===== src/shared/idc_pkg.sv =====
// Package of constants and types for the idle domain control block
package idc_pkg;

	localparam int ADDR_W = 8;

	// Register indices; byte address is four times the index
	localparam logic [3:0] IDX_CFG = 4'h1;
	localparam logic [3:0] IDX_STS = 4'h2;
	localparam logic [3:0] IDX_PSEL = 4'h3;
	localparam logic [3:0] IDX_INT_STS = 4'h4;
	localparam logic [3:0] IDX_INT_MASK = 4'h5;

	// Writable bits
	localparam logic [15:0] CFG_WMASK = 16'h03ff;
	localparam logic [15:0] PSEL_WMASK = 16'h3fef;

	// Reset values
	localparam logic [9:0] CFG_RST = 10'h000;
	localparam logic [8:0] DOM_RST = 9'h000;
	localparam logic [15:0] PSEL_RST = 16'h0000;
	localparam logic [2:0] INT_RST = 3'h0;

	// Event bit positions
	localparam int EV_BUS_ERR = 0;
	localparam int EV_IDLE = 1;
	localparam int EV_WAKE = 2;
	localparam int EV_W = 3;

	// AXI responses
	localparam logic [1:0] RESP_OKAY = 2'h0;
	localparam logic [1:0] RESP_SLVERR = 2'h2;

	// Idle configuration layout, bits 9..0
	typedef struct packed {
		logic clkgen_idle_ext;
		logic instr_port_idle_req;
		logic master_port_idle_req;
		logic io_port_idle_req;
		logic ext_mem_if_idle_req;
		logic clkgen_idle_req;
		logic periph_idle_req;
		logic instr_cache_idle_req;
		logic master_periph_idle_req;
		logic core_idle_req;
	} idc_cfg_t;

	// Domain idle state, bits 8..0, same order as status register
	typedef struct packed {
		logic instr_port_off;
		logic master_port_off;
		logic io_port_off;
		logic ext_mem_if_off;
		logic clkgen_off;
		logic periph_off;
		logic instr_cache_off;
		logic dma_host_port_off;
		logic core_off;
	} idc_dom_t;

endpackage


===== src/core/idc_idle_ctrl.sv =====
// Idle domain control with AXI4-Lite register access
module idc_idle_ctrl #(
	parameter int PERIPH_W = 16
) (
	input wire logic aclk,
	input wire logic aresetn,
	input wire logic [idc_pkg::ADDR_W-1:0] s_axi_awaddr,
	input wire logic s_axi_awvalid,
	output logic s_axi_awready,
	input wire logic [31:0] s_axi_wdata,
	input wire logic [3:0] s_axi_wstrb,
	input wire logic s_axi_wvalid,
	output logic s_axi_wready,
	output logic [1:0] s_axi_bresp,
	output logic s_axi_bvalid,
	input wire logic s_axi_bready,
	input wire logic [idc_pkg::ADDR_W-1:0] s_axi_araddr,
	input wire logic s_axi_arvalid,
	output logic s_axi_arready,
	output logic [31:0] s_axi_rdata,
	output logic [1:0] s_axi_rresp,
	output logic s_axi_rvalid,
	input wire logic s_axi_rready,
	input wire logic idle_exec,
	input wire logic wake_req,
	output idc_pkg::idc_dom_t dom_idle,
	output logic [PERIPH_W-1:0] periph_disable,
	output logic bus_err_int,
	output logic irq
);
	import idc_pkg::*;

	// Register index from a byte address; unaligned or out of range gives zero
	function automatic logic [3:0] addr_idx(input logic [ADDR_W-1:0] a);
		logic [3:0] r;
		r = 4'h0;
		if (a[1:0] == 2'h0 && a[ADDR_W-1:6] == '0) begin
			r = a[5:2];
		end
		return r;
	endfunction

	function automatic logic idx_mapped(input logic [3:0] i);
		logic m;
		m = (i == IDX_CFG) || (i == IDX_STS) || (i == IDX_PSEL)
			|| (i == IDX_INT_STS) || (i == IDX_INT_MASK);
		return m;
	endfunction

	// Byte-lane merge into a 16-bit register
	function automatic logic [15:0] merge16(input logic [15:0] old, input logic [31:0] d,
		input logic [3:0] strb, input logic [15:0] wmask);
		logic [15:0] n;
		n = old;
		if (strb[0]) begin
			n[7:0] = d[7:0];
		end
		if (strb[1]) begin
			n[15:8] = d[15:8];
		end
		return (n & wmask) | (old & ~wmask);
	endfunction

	// Bus state
	logic aw_have_q;
	logic aw_have_d;
	logic w_have_q;
	logic w_have_d;
	logic [ADDR_W-1:0] awaddr_q;
	logic [31:0] wdata_q;
	logic [3:0] wstrb_q;
	logic awready_q;
	logic wready_q;
	logic bvalid_q;
	logic [1:0] bresp_q;
	logic arready_q;
	logic rvalid_q;
	logic rvalid_d;
	logic [31:0] rdata_q;
	logic [1:0] rresp_q;
	logic wr_fire;
	logic [3:0] wr_idx;
	logic [3:0] rd_idx;

	// Block state
	idc_cfg_t cfg_q;
	idc_dom_t dom_q;
	logic [PERIPH_W-1:0] psel_q;
	logic [PERIPH_W-1:0] periph_off_q;
	logic [PERIPH_W-1:0] periph_off_d;
	logic [EV_W-1:0] int_sts_q;
	logic [EV_W-1:0] int_sts_d;
	logic [EV_W-1:0] int_mask_q;
	logic [EV_W-1:0] events;
	logic [EV_W-1:0] int_clr;
	logic bus_err_q;
	logic irq_q;
	logic idle_err;
	logic wake_only;
	logic [15:0] cfg_wr;
	logic [15:0] psel_wr;

	// Check results
	logic chk_pair_err;
	logic chk_deps_err;
	logic chk_err;
	idc_dom_t chk_dom;

	idc_check u_check (
		.cfg(cfg_q),
		.clk_pair_err(chk_pair_err),
		.clk_deps_err(chk_deps_err),
		.bus_err(chk_err),
		.dom_next(chk_dom)
	);

	// Error seen at an idle instruction; clock idle is suppressed then
	assign idle_err = idle_exec && chk_err;
	// A wake in the same cycle as an idle instruction loses
	assign wake_only = wake_req && !idle_exec;

	// Write channel bookkeeping
	always_comb begin
		aw_have_d = aw_have_q;
		w_have_d = w_have_q;
		if (s_axi_awvalid && awready_q) begin
			aw_have_d = 1'b1;
		end
		if (s_axi_wvalid && wready_q) begin
			w_have_d = 1'b1;
		end
		if (bvalid_q && s_axi_bready) begin
			aw_have_d = 1'b0;
			w_have_d = 1'b0;
		end
	end

	assign wr_fire = aw_have_q && w_have_q && !bvalid_q;
	assign wr_idx = addr_idx(awaddr_q);
	assign rd_idx = addr_idx(s_axi_araddr);

	// Write address capture
	always_ff @(posedge aclk) begin
		if (!aresetn) begin
			aw_have_q <= 1'b0;
			awready_q <= 1'b0;
			awaddr_q <= '0;
		end else begin
			aw_have_q <= aw_have_d;
			awready_q <= !aw_have_d;
			if (s_axi_awvalid && awready_q) begin
				awaddr_q <= s_axi_awaddr;
			end
		end
	end

	// Write data capture, either order with the address
	always_ff @(posedge aclk) begin
		if (!aresetn) begin
			w_have_q <= 1'b0;
			wready_q <= 1'b0;
			wdata_q <= 32'h0;
			wstrb_q <= 4'h0;
		end else begin
			w_have_q <= w_have_d;
			wready_q <= !w_have_d;
			if (s_axi_wvalid && wready_q) begin
				wdata_q <= s_axi_wdata;
				wstrb_q <= s_axi_wstrb;
			end
		end
	end

	// Write response
	always_ff @(posedge aclk) begin
		if (!aresetn) begin
			bvalid_q <= 1'b0;
			bresp_q <= RESP_OKAY;
		end else if (wr_fire) begin
			bvalid_q <= 1'b1;
			bresp_q <= idx_mapped(wr_idx) ? RESP_OKAY : RESP_SLVERR;
		end else if (bvalid_q && s_axi_bready) begin
			bvalid_q <= 1'b0;
		end
	end

	assign cfg_wr = merge16({6'h00, cfg_q}, wdata_q, wstrb_q, CFG_WMASK);
	assign psel_wr = merge16(16'(psel_q), wdata_q, wstrb_q, PSEL_WMASK);

	// Configuration register; a write only stores requests
	always_ff @(posedge aclk) begin
		if (!aresetn) begin
			cfg_q <= idc_cfg_t'(CFG_RST);
		end else if (wr_fire && wr_idx == IDX_CFG) begin
			cfg_q <= idc_cfg_t'(cfg_wr[9:0]);
		end
	end

	// Peripheral select register
	always_ff @(posedge aclk) begin
		if (!aresetn) begin
			psel_q <= PERIPH_W'(PSEL_RST);
		end else if (wr_fire && wr_idx == IDX_PSEL) begin
			psel_q <= PERIPH_W'(psel_wr);
		end
	end

	// Interrupt mask register
	always_ff @(posedge aclk) begin
		if (!aresetn) begin
			int_mask_q <= INT_RST;
		end else if (wr_fire && wr_idx == IDX_INT_MASK && wstrb_q[0]) begin
			int_mask_q <= wdata_q[EV_W-1:0];
		end
	end

	// Domain state changes only at the idle instruction or a wake
	always_ff @(posedge aclk) begin
		if (!aresetn) begin
			dom_q <= idc_dom_t'(DOM_RST);
		end else if (idle_exec) begin
			dom_q <= chk_dom;
		end else if (wake_req) begin
			dom_q <= idc_dom_t'(DOM_RST);
		end
	end

	// Next disable per peripheral: its select bit ANDed with periph_idle_req at idle, cleared by a wake
	for (genvar p = 0; p < PERIPH_W; p++) begin : g_periph
		assign periph_off_d[p] = idle_exec ? (cfg_q.periph_idle_req & psel_q[p])
			: (wake_req ? 1'b0 : periph_off_q[p]);
	end

	always_ff @(posedge aclk) begin
		if (!aresetn) begin
			periph_off_q <= '0;
		end else begin
			periph_off_q <= periph_off_d;
		end
	end

	// Bus error interrupt pulse
	always_ff @(posedge aclk) begin
		if (!aresetn) begin
			bus_err_q <= 1'b0;
		end else begin
			bus_err_q <= idle_err;
		end
	end

	// Sticky event flags, write one to clear, set wins
	always_comb begin
		events = '0;
		events[EV_BUS_ERR] = idle_err;
		events[EV_IDLE] = idle_exec;
		events[EV_WAKE] = wake_only;
		int_clr = '0;
		if (wr_fire && wr_idx == IDX_INT_STS && wstrb_q[0]) begin
			int_clr = wdata_q[EV_W-1:0];
		end
		int_sts_d = (int_sts_q & ~int_clr) | events;
	end

	// Status flags
	always_ff @(posedge aclk) begin
		if (!aresetn) begin
			int_sts_q <= INT_RST;
		end else begin
			int_sts_q <= int_sts_d;
		end
	end

	// Level interrupt from the next status, so it rises with the flag
	always_ff @(posedge aclk) begin
		if (!aresetn) begin
			irq_q <= 1'b0;
		end else begin
			irq_q <= |(int_sts_d & int_mask_q);
		end
	end

	// Read channel
	always_comb begin
		rvalid_d = rvalid_q;
		if (s_axi_arvalid && arready_q) begin
			rvalid_d = 1'b1;
		end else if (rvalid_q && s_axi_rready) begin
			rvalid_d = 1'b0;
		end
	end

	always_ff @(posedge aclk) begin
		if (!aresetn) begin
			rvalid_q <= 1'b0;
			arready_q <= 1'b0;
		end else begin
			rvalid_q <= rvalid_d;
			arready_q <= !rvalid_d;
		end
	end

	// Read data, captured at the address handshake
	always_ff @(posedge aclk) begin
		if (!aresetn) begin
			rdata_q <= 32'h0;
			rresp_q <= RESP_OKAY;
		end else if (s_axi_arvalid && arready_q) begin
			rdata_q <= 32'h0;
			rresp_q <= RESP_OKAY;
			case (rd_idx)
				IDX_CFG: begin
					rdata_q <= {22'h0, cfg_q};
				end
				IDX_STS: begin
					rdata_q <= {23'h0, dom_q};
				end
				IDX_PSEL: begin
					rdata_q <= 32'(psel_q);
				end
				IDX_INT_STS: begin
					rdata_q <= {29'h0, int_sts_q};
				end
				IDX_INT_MASK: begin
					rdata_q <= {29'h0, int_mask_q};
				end
				default: begin
					rresp_q <= RESP_SLVERR;
				end
			endcase
		end
	end

	assign s_axi_awready = awready_q;
	assign s_axi_wready = wready_q;
	assign s_axi_bvalid = bvalid_q;
	assign s_axi_bresp = bresp_q;
	assign s_axi_arready = arready_q;
	assign s_axi_rvalid = rvalid_q;
	assign s_axi_rdata = rdata_q;
	assign s_axi_rresp = rresp_q;
	assign dom_idle = dom_q;
	assign periph_disable = periph_off_q;
	assign bus_err_int = bus_err_q;
	assign irq = irq_q;

endmodule // idc_idle_ctrl


===== src/core/idc_check.sv =====
// Validity check and domain targets for an idle instruction
module idc_check (
	input idc_pkg::idc_cfg_t cfg,
	output logic clk_pair_err,
	output logic clk_deps_err,
	output logic bus_err,
	output idc_pkg::idc_dom_t dom_next
);
	import idc_pkg::*;

	logic deps_set;

	always_comb begin
		deps_set = cfg.clkgen_idle_ext & cfg.core_idle_req & cfg.master_periph_idle_req
			& cfg.instr_cache_idle_req & cfg.ext_mem_if_idle_req & cfg.io_port_idle_req
			& cfg.master_port_idle_req & cfg.instr_port_idle_req;
		clk_pair_err = cfg.clkgen_idle_req & ~cfg.clkgen_idle_ext;
		clk_deps_err = cfg.clkgen_idle_req & ~deps_set;
		bus_err = clk_pair_err | clk_deps_err;
		dom_next.instr_port_off = cfg.instr_port_idle_req;
		dom_next.master_port_off = cfg.master_port_idle_req;
		dom_next.io_port_off = cfg.io_port_idle_req;
		dom_next.ext_mem_if_off = cfg.ext_mem_if_idle_req;
		// Clock stops only for a fully valid deep setting
		dom_next.clkgen_off = cfg.clkgen_idle_req & cfg.clkgen_idle_ext & ~bus_err;
		dom_next.periph_off = cfg.periph_idle_req;
		dom_next.instr_cache_off = cfg.instr_cache_idle_req;
		dom_next.dma_host_port_off = cfg.master_periph_idle_req;
		dom_next.core_off = cfg.core_idle_req;
	end

endmodule // idc_check


===== config.mk =====
export PLATFORM = sky130hd
export DESIGN_NAME = idc_idle_ctrl
export DESIGN_NICKNAME = d
export VERILOG_FILES = /design/src/shared/idc_pkg.sv /design/src/core/idc_idle_ctrl.sv /design/src/core/idc_check.sv
export SDC_FILE = /design/constraint.sdc
export NUM_CORES = 1
export LEC_CHECK = 0
export BUFFER_PORTS_ARGS = -buffer_cell sky130_fd_sc_hd__buf_2
export CORE_UTILIZATION = 38
export CTS_CLUSTER_SIZE = 30
export DETAILED_ROUTE_END_ITERATION = 16
export PLACE_DENSITY_LB_ADDON = 0.3
export SLEW_MARGIN = 20
export SYNTH_ARGS = -nofsm -noshare
export SYNTH_HDL_FRONTEND = slang
export SYNTH_SLANG_ARGS = --single-unit
export TNS_END_PERCENT = 100

===== constraint.sdc =====
create_clock -name aclk -period 2.1 [get_ports aclk]
set_clock_uncertainty 0.1 [all_clocks]
set_input_delay 0.21 -clock aclk [delete_from_list [all_inputs] [get_ports aclk]]
set_output_delay 0.21 -clock aclk [all_outputs]
set_load 0.05 [all_outputs]

Yosys cells after proc, flatten, opt, wreduce, memory -nomap -nowiden:

Cells that the tools add are included.

* output and inout bits: 68
* flip-flop bits (word level): 126
* bits in read-only memories: 0
* memory bits (writable): 0
* word-level logic and storage cells: 155
* latch bits: 0
* memories: 0
* input bits: 61

* bitwise operators: 36
* add/sub/neg operators: 0
* div/mod/pow operators: 0
* equal/unequal tests: 10
* $mul: 0
* shift-type cells: 0
* reductions and logical operators: 36
* $lt $le $gt $ge: 0
* mux-type cells: 35

Operators with widths (number)
* $pmux W16 S5: 1
* $and A1 B1 Y1: 27
* $mux W1: 25
* $mux W9: 2
* $logic_and A1 B1 Y1: 17
* $eq A4 B2 Y1 const B: 4
* $eq A4 B3 Y1 const B: 4
* $or A14 B16 Y16: 1
* $eq A4 B1 Y1 const B: 2
* $logic_not A2 Y1: 4
* $mux W4: 2
* $mux W8: 1
* $and A3 B3 Y3: 2
* $mux W6: 1
* $logic_not A1 Y1: 5
* $reduce_or A5 Y1: 1
* $logic_or A1 B1 Y1: 4
* $mux W2: 2
* $reduce_and A2 Y1: 2
* $reduce_bool A2 Y1: 2
* $mux W3: 1
* $not A1 Y1: 3
* $not A3 Y3: 1
* $or A3 B3 Y3: 1
* 2 further kinds: 2

Logic depth before layout (Yosys ltp):

Gate-level depths: netlist (run 1).

* depth in word-level cells: 14
* mapped depth: 6

Hierarchy:

Synthesis (run 1) repeated with hierarchy kept, for this count alone.

* cells, all modules: 512
* area, all modules: 4625.7 um^2

Modules (own cells, without submodules)
* idc_idle_ctrl: cells an instance 497, instances 1, area each 4508.1 um^2
* idc_check: cells an instance 15, instances 1, area each 117.6 um^2

Worst setup path after synthesis (run 1):

Ideal clock, no wire load.

* path kind: reg2reg
* start: register bvalid_q (netlist: s_axi_bvalid)
* end: register cfg_q[0] (netlist name)
* library setup time: 72 ps
* stages on the path, launching flop included: 7
* slack: 149 ps
* arrival time: 1780 ps
* buffers on the path: 2
* path through: dfxtp_1 nor4bb_1 clkbuf_1 nand3_1 nor4b_1 buf_2 mux2i_1

* word-level cells in the longest chain between the ends: 4

RTL lines
* from (decl): RTL line idc_idle_ctrl.sv:74 `logic bvalid_q;`
* from (signal assigned): RTL line idc_idle_ctrl.sv:177 `bvalid_q <= 1'b0;`
* from (signal assigned): RTL line idc_idle_ctrl.sv:180 `bvalid_q <= 1'b1;`
* from (signal assigned): RTL line idc_idle_ctrl.sv:183 `bvalid_q <= 1'b0;`
* $logic_not A1 Y1: RTL line idc_idle_ctrl.sv:138 `assign wr_fire = aw_have_q && w_have_q && !bvalid_q;`
* $logic_and A1 B1 Y1: RTL line idc_idle_ctrl.sv:138
* $logic_and A1 B1 Y1: RTL line idc_idle_ctrl.sv:194 `end else if (wr_fire && wr_idx == IDX_CFG) begin`
* $reduce_and A2 Y1 (no line)
* to (signal assigned): RTL line idc_idle_ctrl.sv:193 `cfg_q <= idc_cfg_t'(CFG_RST);`
* to (signal assigned): RTL line idc_idle_ctrl.sv:195 `cfg_q <= idc_cfg_t'(cfg_wr[9:0]);`
* to (decl): RTL line idc_idle_ctrl.sv:86 `idc_cfg_t cfg_q;`

Every way passes these cells.
A chain may end at the register's enable or synchronous reset.

Worst setup path in the final report (run 1):

* start: register w_have_q
* end: register cfg_q[3] (netlist name)

* word-level cells in the longest chain between the ends: 4

RTL lines
* from (decl): RTL line idc_idle_ctrl.sv:67 `logic w_have_q;`
* from (signal assigned): RTL line idc_idle_ctrl.sv:165 `w_have_q <= w_have_d;`
* $logic_and A1 B1 Y1 (2 in a row): RTL line idc_idle_ctrl.sv:138
* $logic_and A1 B1 Y1: RTL line idc_idle_ctrl.sv:194
* $reduce_and A2 Y1 (no line)

Every way passes these cells.

==> metrics.txt, run 1 <==
Final Cycle Share=between 80% and 90%; Post-Synthesis Cells=463; clock tree from TritonCTS=done; Netlist cell types=44; most frequent cells in the layout=dfxtp_1, buf_2, nand2_1, nor2b_1, mux2i_1; TritonCTS Sinks=between 100 and 150; largest net degree at the start of global routing=48; CTS buffer count=9; leading cell type in the layout, fill and taps excluded=dfxtp_1; Worst Hold Slack=0.009630 ns; Peak VDD IR=0.4135 mV; RSZ-0062 raised after global routing=no; DP Area=4821 sq um; Worst Hold Class=input pin to register; mapped cell area=around 4300 sq um; wire length per cell=13.92 um; area share of the largest cell type after synthesis=about 47%; Post-DRT Antenna Nets=0; Max Fanout on Critical Path=8; Final Critical Period=roughly 1.8 ns; final hold viol count=0; # setup viols final=0; Via density=4.891; Routed WL=9562 um; flop-to-flop setup slack=about 0.27 ns; startpoint types=register; initial cell density of the core=around two fifths; MaxCap Viol Count=0; fmax=approximately 0.55 GHz; maximum clock insertion buffer count=2; Core Util, Final=between 40% and 50%; number of placement rows=38; relative max-transition margin=between 60% and 70%; leading area contributor after synthesis=dfxtp_1; Die W=108.6 um; Residual DRC=0; Post-CTS Setup Bufs=0; Synth-to-Final Area Change=18.56%; largest cells by area after synthesis=dfxtp_1, nor2b_1, mux2i_1, nand2_1, a21boi_0; Core Box Area=between 10000 and 15000 sq um; slowest stage delay, CP=about 0.34 ns; DP Wirelength=approximately 7000 um; worst setup margin=about 0.27 ns; Clock transition at path regs=around 0.080 ns; die area=11800 sq um; H-tree levels=3; crit end category=register; Critical Path RT=2.26 ns; total grt overflow=0; Die Y=about 110 um; R2R Path End=cfg_q[3]$_SDFFE_PN0P_; gpl congestion=approximately 0.76; Worst Setup EP=cfg_q[3]$_SDFFE_PN0P_; type of the worst setup path=register to register; power after layout=3.916 mW; worst setup path start=w_have_q$_SDFF_PN0_; TNS Setup=0 ns; Syn. warnings=0; Final Instance Area=between 5000 and 6000 sq um; cells along the critical path=nor4bb_1, buf_4, nand3_1, nor4b_2, buf_4, mux2i_1; PostCTS Resize Cnt=0; Final Net Count=603; initial drt markers=around 200; Leakage Power=approximately 2.1 nW; status=complete, no violations; gr usage total=16.91%; PD cells=between 700 and 800 nW/um^2; Inserted Diodes=0; post-synthesis sequential area ratio=roughly 47%; R2R cell count=6; Synth Register Bits=approximately 100; IO Pins=~130; root buffer cell=clkbuf_16; Least-Margin Pin Slew=about 0.59 ns; Clk Latency, worst-skew pair=0.34 ns; critical-path cell with the highest stage delay=dfxtp_1; CP most frequent cell=buf_4; # placed instances=roughly 670; Main synth FF type=dfxtp_1; global-route wire length before repair=approximately 15000 um; drt first pass iters=5; reg2reg start=w_have_q$_SDFF_PN0_; share of cells above drive strength 1=between 20% and 30%; Async SR Flop Fraction=0%; Port Buffers=90; Avg Inst Size Synth=~9.3 sq um; initial antenna violation count=0; Slew Viols, Final=0; crit path DAT=between 1.5 and 2 ns; Place WS=0.2259 ns; vias in the first global route=approximately 3.2k; detailed-route via count=3360; Non-Filler Instances=a little under 700; number of flops mapped to enable cells by yosys=0
cell families (layout without fill, tap and decap cells):
logic type	after synthesis	after routing	synth area share [%]
other cells	1	18	0.08677
buf+inv	54	121	6.543
mux	33	33	7.759
simple gates	179	179	22.55
flops	102	102	47.25
compound gates	94	94	15.81
cells in the mapped netlist, types with 2 or more instances:
library cell / count
nand3_1: 11
nor4bb_1: 2
o21ai_0: 7
and2_1: 6
buf_1: 2
nor2b_1: 49
buf_4: 21
a22oi_1: 23
a22o_1: 4
nand2b_1: 3
inv_1: 3
clkbuf_1: 27
o21a_1: 4
nor3b_1: 7
dfxtp_1: 102
a2bb2oi_1: 3
nand4_1: 6
mux2i_1: 29
a21boi_0: 25
nor3_1: 3
nor2_1: 7
a21oi_1: 15
nand2_1: 71
a221oi_1: 3
or4_4: 2
a32oi_1: 3
and3b_1: 3
mux2_2: 4
and3_1: 3
layout make-up:
class	instances	area, sq um
clock buffers	10	229.0
clock inverters	6	53.80
fillers	1088	5859
inverters	3	11.26
multi-input cells	324	2067
flip-flops and latches	102	2042
well taps	140	175.2
repair buffers	102	545.5
worst max-delay path: cells and delay by family (launching register included):
kind                   cells  cell delay (ns)
buffers and inverters      2             0.43
DFF                        1             0.34
muxes                      1             0.21
and+or+nand+nor            3             0.68
repair_timing:
item	4_1_cts	5_1_grt
hold buffers	2	0
endpoints found under the setup margin	0	0
hold endpoints to repair	2	0
flip-flops by register name, summed over array words and instances, names as in the netlist, 2 cells and up:
name	flops
int_mask_q	3
periph_disable	14
s_axi_rdata	15
awaddr_q	8
psel_q	13
int_sts_q	3
cfg_q	10
dom_idle	9
wstrb_q	2
wdata_q	14
worst min path at each step:
stage / from / endpoint / slack [ns] / cells after the start
after CTS: s_axi_wdata[13] / wdata_q[13]$_SDFFE_PN0P_ / 0.003 / 3
after floorplan: s_axi_wdata[10] / wdata_q[10]$_SDFFE_PN0P_ / 0.25 / 2
after detailed placement: s_axi_rdata[9]$_SDFFE_PN0P_ / s_axi_rdata[9]$_SDFFE_PN0P_ / 0.35 / 2
after global routing: s_axi_awaddr[5] / awaddr_q[5]$_SDFFE_PN0P_ / 0.01 / 3
after global placement: s_axi_rdata[3]$_SDFFE_PN0P_ / s_axi_rdata[3]$_SDFFE_PN0P_ / 0.33 / 2
final: s_axi_wdata[13] / wdata_q[13]$_SDFFE_PN0P_ / 0.01 / 3
where the power goes:
part / switching, mW / total [mW] / internal, mW / leakage (nW)
Clock: 0.752 / 1.58 / 0.826 / 0.136
Sequential: 0.0316 / 2.00 / 1.97 / 0.826
Combinational: 0.232 / 0.337 / 0.104 / 1.17
Total: 1.02 / 3.92 / 2.90 / 2.13
layer usage:
metal	vias to the layer above	track usage [%]	routed length, um
met2	85	25.81	4314
li1	1733	-	-
met5	-	0	0
met4	0	4.730	63
met3	5	4.244	501
met1	1537	23.61	4683
Note: power is estimated with default switching activity, not from simulation.
==> inputs of run 2 (changes only) <==
Clock period 2.1 ns to 2.2 ns, I/O delays scaled along.
==> run 2 against run 1 <==
Global-route usage increased by 0.25 points; critical path type unchanged; largest cell class unchanged; register-to-register slack about the same; critical endpoint is now irq$_SDFF_PN0_; power decreased by 1.9%; sequential power decreased by 5%; routed wire length increased by 1.9%; core utilization decreased by 0.16 points; highest routed layer unchanged; worst setup slack improved by 0.0069 ns.
==> metrics.txt, run 2 (synthesized netlist as in run 1, its figures left out) <==
status=complete, no violations (unchanged); total grt overflow=0 (unchanged); Place WS=0.2998 ns (was 0.2259 ns); drt first pass iters=4 (was 5); Die W=108.6 um (unchanged); Least-Margin Pin Slew=0.6134 ns (was 0.5924 ns); Slew Viols, Final=0 (unchanged); Leakage Power=2.112 nW (was 2.127 nW); hold path startpoint=s_axi_wdata[13] (unchanged); Die Y=108.6 um (unchanged); Core Box Area=10980 sq um (unchanged); type of the worst setup path=register to register (unchanged); Routed WL=9741 um (was 9562 um); crit end category=register (unchanged); # placed instances=666 (was 669); number of placement rows=38 (unchanged); R2R Path End=irq$_SDFF_PN0_ (was cfg_q[3]$_SDFFE_PN0P_); global-route wire length before repair=15760 um (was 15480 um); DP Wirelength=7069 um (was 6988 um); # setup viols final=0 (unchanged); MaxCap Viol Count=0 (unchanged); gpl congestion=0.7561 (was 0.7604); Residual DRC=0 (unchanged); Non-Filler Instances=682 (was 687); crit path DAT=2.05 ns (was 1.99 ns); most frequent cells in the layout=dfxtp_1, buf_2, nand2_1, nor2b_1, mux2i_1 (unchanged); vias in the first global route=3177 (was 3171); Max Fanout on Critical Path=9 (was 8); detailed-route via count=3395 (was 3360); TNS Setup=0 ns (unchanged); TritonCTS Sinks=102 (unchanged); Clk Latency, worst-skew pair=0.34 ns (about the same); Final Net Count=598 (was 603); Worst Hold Slack=0.02647 ns (was 0.009630 ns); CTS Hold Bufs=0 (was 2); area of the multi-input gates=2067 sq um (unchanged); startpoint types=register (unchanged); root buffer cell=clkbuf_16 (unchanged); Hold Path End=wdata_q[13]$_SDFFE_PN0P_ (unchanged); maximum clock insertion buffer count=2 (unchanged); Hold Crit Depth=3 (unchanged); flop-to-flop setup slack=0.28 ns (was 0.27 ns); initial drt markers=177 (was 203); worst setup margin=0.2768 ns (was 0.2699 ns); Peak VDD IR=0.4500 mV (was 0.4135 mV); Clock transition at path regs=0.07 ns (was 0.08 ns); initial cell density of the core=39.35% (unchanged); Critical Path RT=2.33 ns (was 2.26 ns); fmax=0.5200 GHz (was 0.5464 GHz); PostCTS Resize Cnt=0 (unchanged); Via density=4.978 (was 4.891); wire length per cell=14.28 um (was 13.92 um); largest net degree at the start of global routing=55 (was 48); leading cell type in the layout, fill and taps excluded=dfxtp_1 (unchanged); PD cells=752.6 nW/um^2 (was 764.3 nW/um^2); die area=11800 sq um (unchanged); Post-CTS Setup Bufs=0 (unchanged); H-tree levels=3 (unchanged); Synth-to-Final Area Change=18.15% (was 18.56%); Worst Hold Class=input pin to register (unchanged); final hold viol count=0 (unchanged); Sequential Area=2042 sq um (unchanged); IO Pins=129 (unchanged); relative max-transition margin=59.11% (was 60.51%); gr usage total=17.17% (was 16.91%); clock tree from TritonCTS=done (unchanged); Final Critical Period=1.923 ns (was 1.830 ns); Layout fillers=1063 (was 1088); initial antenna violation count=0 (unchanged); share of cells above drive strength 1=23.06% (was 23.22%); Final Cycle Share=87.42% (was 87.15%); CTS buffer count=9 (unchanged); reg2reg start=awaddr_q[4]$_SDFFE_PN0P_ (was w_have_q$_SDFF_PN0_); RSZ-0062 raised after global routing=no (unchanged); power after layout=3.843 mW (was 3.916 mW); max reg flops=15 (unchanged); Port Buffers=90 (unchanged); Inserted Diodes=0 (unchanged); Post-DRT Antenna Nets=0 (unchanged); R2R cell count=4 (was 6)
[run 2: cell count changes in the layout (fill, tap and decap cells not counted)]
cell,change
buf_4,-3
dlygate4sd3_1,-2
bufinv_16,+1
clkbuf_1,-1
clkinvlp_4,+1
inv_6,-1
[run 2: per-layer routing]
metal  wire length, um  GRT usage [%]
met4                78          4.923
met5                 0              0
met2              4487          27.53
met1              4606          22.96
met3               568          4.065
[run 2: cell type report]
| class | instances | area share, % |
|---|---|---|
| multi-input cells | 324 | 40.48 |
| flip-flops and latches | 102 | 39.99 |
| repair buffers | 97 | 9.851 |
| clock buffers | 9 | 4.411 |
| well taps | 140 | 3.431 |
| clock inverters | 7 | 1.617 |
| inverters | 3 | 0.2205 |
[run 2: worst max-delay path, stage by stage, from the launching register on]
cell	delay, ns
dfxtp_1	0.49
nor4bb_1	0.42
nand4_1	0.19
a31o_2	0.29
a221o_1	0.33
[run 2: how the worst max path moves through the flow]
stage	slack, ns	from	end
after CTS	0.29	awaddr_q[4]$_SDFFE_PN0P_	irq$_SDFF_PN0_
after global placement	0.33	s_axi_araddr[1]	s_axi_rdata[6]$_SDFFE_PN0P_
final	0.28	awaddr_q[4]$_SDFFE_PN0P_	irq$_SDFF_PN0_
after global routing	0.18	awaddr_q[4]$_SDFFE_PN0P_	irq$_SDFF_PN0_
after detailed placement	0.30	awaddr_q[4]$_SDFFE_PN0P_	irq$_SDFF_PN0_
after floorplan	0.25	s_axi_bvalid$_SDFFE_PN0P_	cfg_q[0]$_SDFFE_PN0P_
[run 2: report_power, final]
part	switching, mW	total [mW]	leakage, nW	internal (mW)
Sequential	0.0336	1.91	0.826	1.88
Clock	0.716	1.61	0.144	0.898
Combinational	0.220	0.315	1.14	0.0954
[run 2: stage by stage]
step | util [%] | area [sq um]
CTS | 46.49 | 5106
detailed placement | 43.69 | 4798
global route | 46.49 | 5106
floorplan | - | 4385
finish | 46.49 | 5106
global placement | 43.69 | 4798
==> inputs of run 3 (changes only) <==
Settings changed: CORE_MARGIN set to 2.
==> run 3 against run 2 <==
Register-to-register slack barely moved; first-iteration DRC count rose by 2.8%; sequential share of layout area rose by 0.20 points; core utilization fell by 0.23 points; die area rose by 3.7%; fmax fell by 0.22%; final cell count fell by 0.15%; non-clock buffer count fell by 1; critical endpoint unchanged; largest power group unchanged.
==> metrics.txt, run 3 (synthesized netlist as in run 1, its figures left out) <==
largest net degree at the start of global routing=58 (was 55); initial cell density of the core=39.35% (unchanged); Leakage Power=2.103 nW (was 2.112 nW); Layout fillers=1089 (was 1063); register share of total power=50.8% (was 49.8%); Final Cycle Share=87.61% (was 87.42%); Logic pwr share=8.3% (was 8.2%); type of the worst setup path=register to register (unchanged); crit end category=register (unchanged); Hold Crit Depth=3 (unchanged); Die W=110.6 um (was 108.6 um); global-route wire length before repair=16130 um (was 15760 um); final hold viol count=0 (unchanged); Routed WL=9728 um (was 9741 um); Inserted Diodes=0 (unchanged); most frequent cells in the layout=dfxtp_1, buf_2, nand2_1, nor2b_1, mux2i_1 (unchanged); total grt overflow=0 (unchanged); DP Wirelength=7064 um (was 7069 um); gr usage total=15.92% (was 17.17%); Clk Latency, worst-skew pair=0.35 ns (was 0.34 ns); Peak VDD IR=0.4302 mV (was 0.4500 mV); maximum clock insertion buffer count=2 (unchanged); PD cells=741.4 nW/um^2 (was 752.6 nW/um^2); sw frac=25.91% (was 25.23%); R2R Path End=irq$_SDFF_PN0_ (unchanged); Synth-to-Final Area Change=17.57% (was 18.15%); Max Used Layer=met4 (unchanged); Via density=4.978 (about the same); root buffer cell=clkbuf_16 (unchanged); fmax=0.5188 GHz (was 0.5200 GHz); number of placement rows=38 (unchanged); Port Buffers=90 (unchanged); # setup viols final=0 (unchanged); startpoint types=register (unchanged); Final Critical Period=1.927 ns (was 1.923 ns); drt first pass iters=4 (unchanged); Slew Viols, Final=0 (unchanged); Worst Hold Class=input pin to register (unchanged); Int Power=2.791 mW (was 2.873 mW); reg2reg start=awaddr_q[4]$_SDFFE_PN0P_ (unchanged); Core Box Area=10980 sq um (unchanged); Post-DRT Antenna Nets=0 (unchanged); clock tree from TritonCTS=done (unchanged); Worst Setup EP=irq$_SDFF_PN0_ (unchanged); initial drt markers=182 (was 177); Max Fanout on Critical Path=9 (unchanged); initial antenna violation count=0 (unchanged); Critical Path RT=2.33 ns (about the same); Worst Hold Slack=0.01789 ns (was 0.02647 ns); H-tree levels=3 (unchanged); max reg flops=15 (unchanged); share of cells above drive strength 1=22.92% (was 23.06%); gpl congestion=0.7988 (was 0.7561); detailed-route via count=3390 (was 3395); worst setup path start=awaddr_q[4]$_SDFFE_PN0P_ (unchanged); Residual DRC=0 (unchanged); Final Net Count=597 (was 598); Post-CTS Setup Bufs=0 (unchanged); wire length per cell=14.28 um (about the same); vias in the first global route=3232 (was 3177); MaxCap Viol Count=0 (unchanged); routed wl met2=4310 um (was 4487 um); crit path DAT=2.06 ns (was 2.05 ns); R2R cell count=4 (unchanged); TritonCTS Sinks=102 (unchanged); CTS Hold Bufs=0 (unchanged); Least-Margin Pin Slew=1.087 ns (was 0.6134 ns); Clock power frac=40.9% (was 42.0%); status=complete, no violations (unchanged); DRT met1 WL=4818 um (was 4606 um); die area=12240 sq um (was 11800 sq um); Die Y=110.6 um (was 108.6 um); flop-to-flop setup slack=0.27 ns (was 0.28 ns); IO Pins=129 (unchanged); CTS buffer count=9 (unchanged); leading cell type in the layout, fill and taps excluded=dfxtp_1 (unchanged); TNS Setup=0 ns (unchanged); sw power=976.2 uW (was 969.6 uW); Routed met3 length=480 um (was 568 um); RSZ-0062 raised after global routing=no (unchanged); Place WS=0.3018 ns (was 0.2998 ns); relative max-transition margin=27.26% (was 59.11%); worst setup margin=0.2725 ns (was 0.2768 ns); PostCTS Resize Cnt=0 (unchanged); Clock transition at path regs=0.08 ns (was 0.07 ns)
run 3: final cells by class:
cell class | count | area, sq um | share of cell area, %
Clock inverter | 6 | 51.30 | 1.010
Clock buffer | 10 | 239.0 | 4.703
Multi-Input combinational cell | 324 | 2067 | 40.68
Timing Repair Buffer | 96 | 495.5 | 9.751
Tap cell | 140 | 175.2 | 3.447
Inverter | 3 | 11.26 | 0.2216
Sequential cell | 102 | 2042 | 40.19
run 3: metal layers:
metal	vias up	global-route usage [%]
met5	-	0
met4	0	4.833
met3	9	3.568
met2	94	24.83
met1	1565	22.03
li1	1722	-
run 3: worst min path at each step:
stage	start	to	slack [ns]
finish	s_axi_wdata[5]	wdata_q[5]$_SDFFE_PN0P_	0.02
global route	s_axi_wdata[11]	wdata_q[11]$_SDFFE_PN0P_	0.03
CTS	s_axi_wdata[5]	wdata_q[5]$_SDFFE_PN0P_	0.01
detailed placement	s_axi_rdata[7]$_SDFFE_PN0P_	s_axi_rdata[7]$_SDFFE_PN0P_	0.34
global placement	s_axi_rdata[7]$_SDFFE_PN0P_	s_axi_rdata[7]$_SDFFE_PN0P_	0.33
floorplan	s_axi_wdata[10]	wdata_q[10]$_SDFFE_PN0P_	0.26
run 3: metrics by stage:
stage	total power, mW	cell area, sq um	utilization (%)	instances
global placement	2.266	4791	43.62	665
finish	3.767	5081	46.26	681
CTS	3.795	5081	46.26	681
floorplan	2.214	4385	-	480
detailed placement	2.271	4791	43.62	665
global route	3.900	5081	46.26	681
run 3: power by group through the flow:
stage / Combinational, mW / Clock (mW) / Sequential [mW]
floorplan: 0.241 / 0 / 1.97
global placement: 0.311 / 0 / 1.96
detailed placement: 0.314 / 0 / 1.96
CTS: 0.315 / 1.57 / 1.91
global route: 0.343 / 1.64 / 1.92
finish: 0.314 / 1.54 / 1.91
run 3: worst max-delay path, cell delays in order (launching register included):
cell and delay, ns:
dfxtp_1 0.48, nor4bb_1 0.41, nand4_1 0.19, a31o_2 0.30
a221o_1 0.34
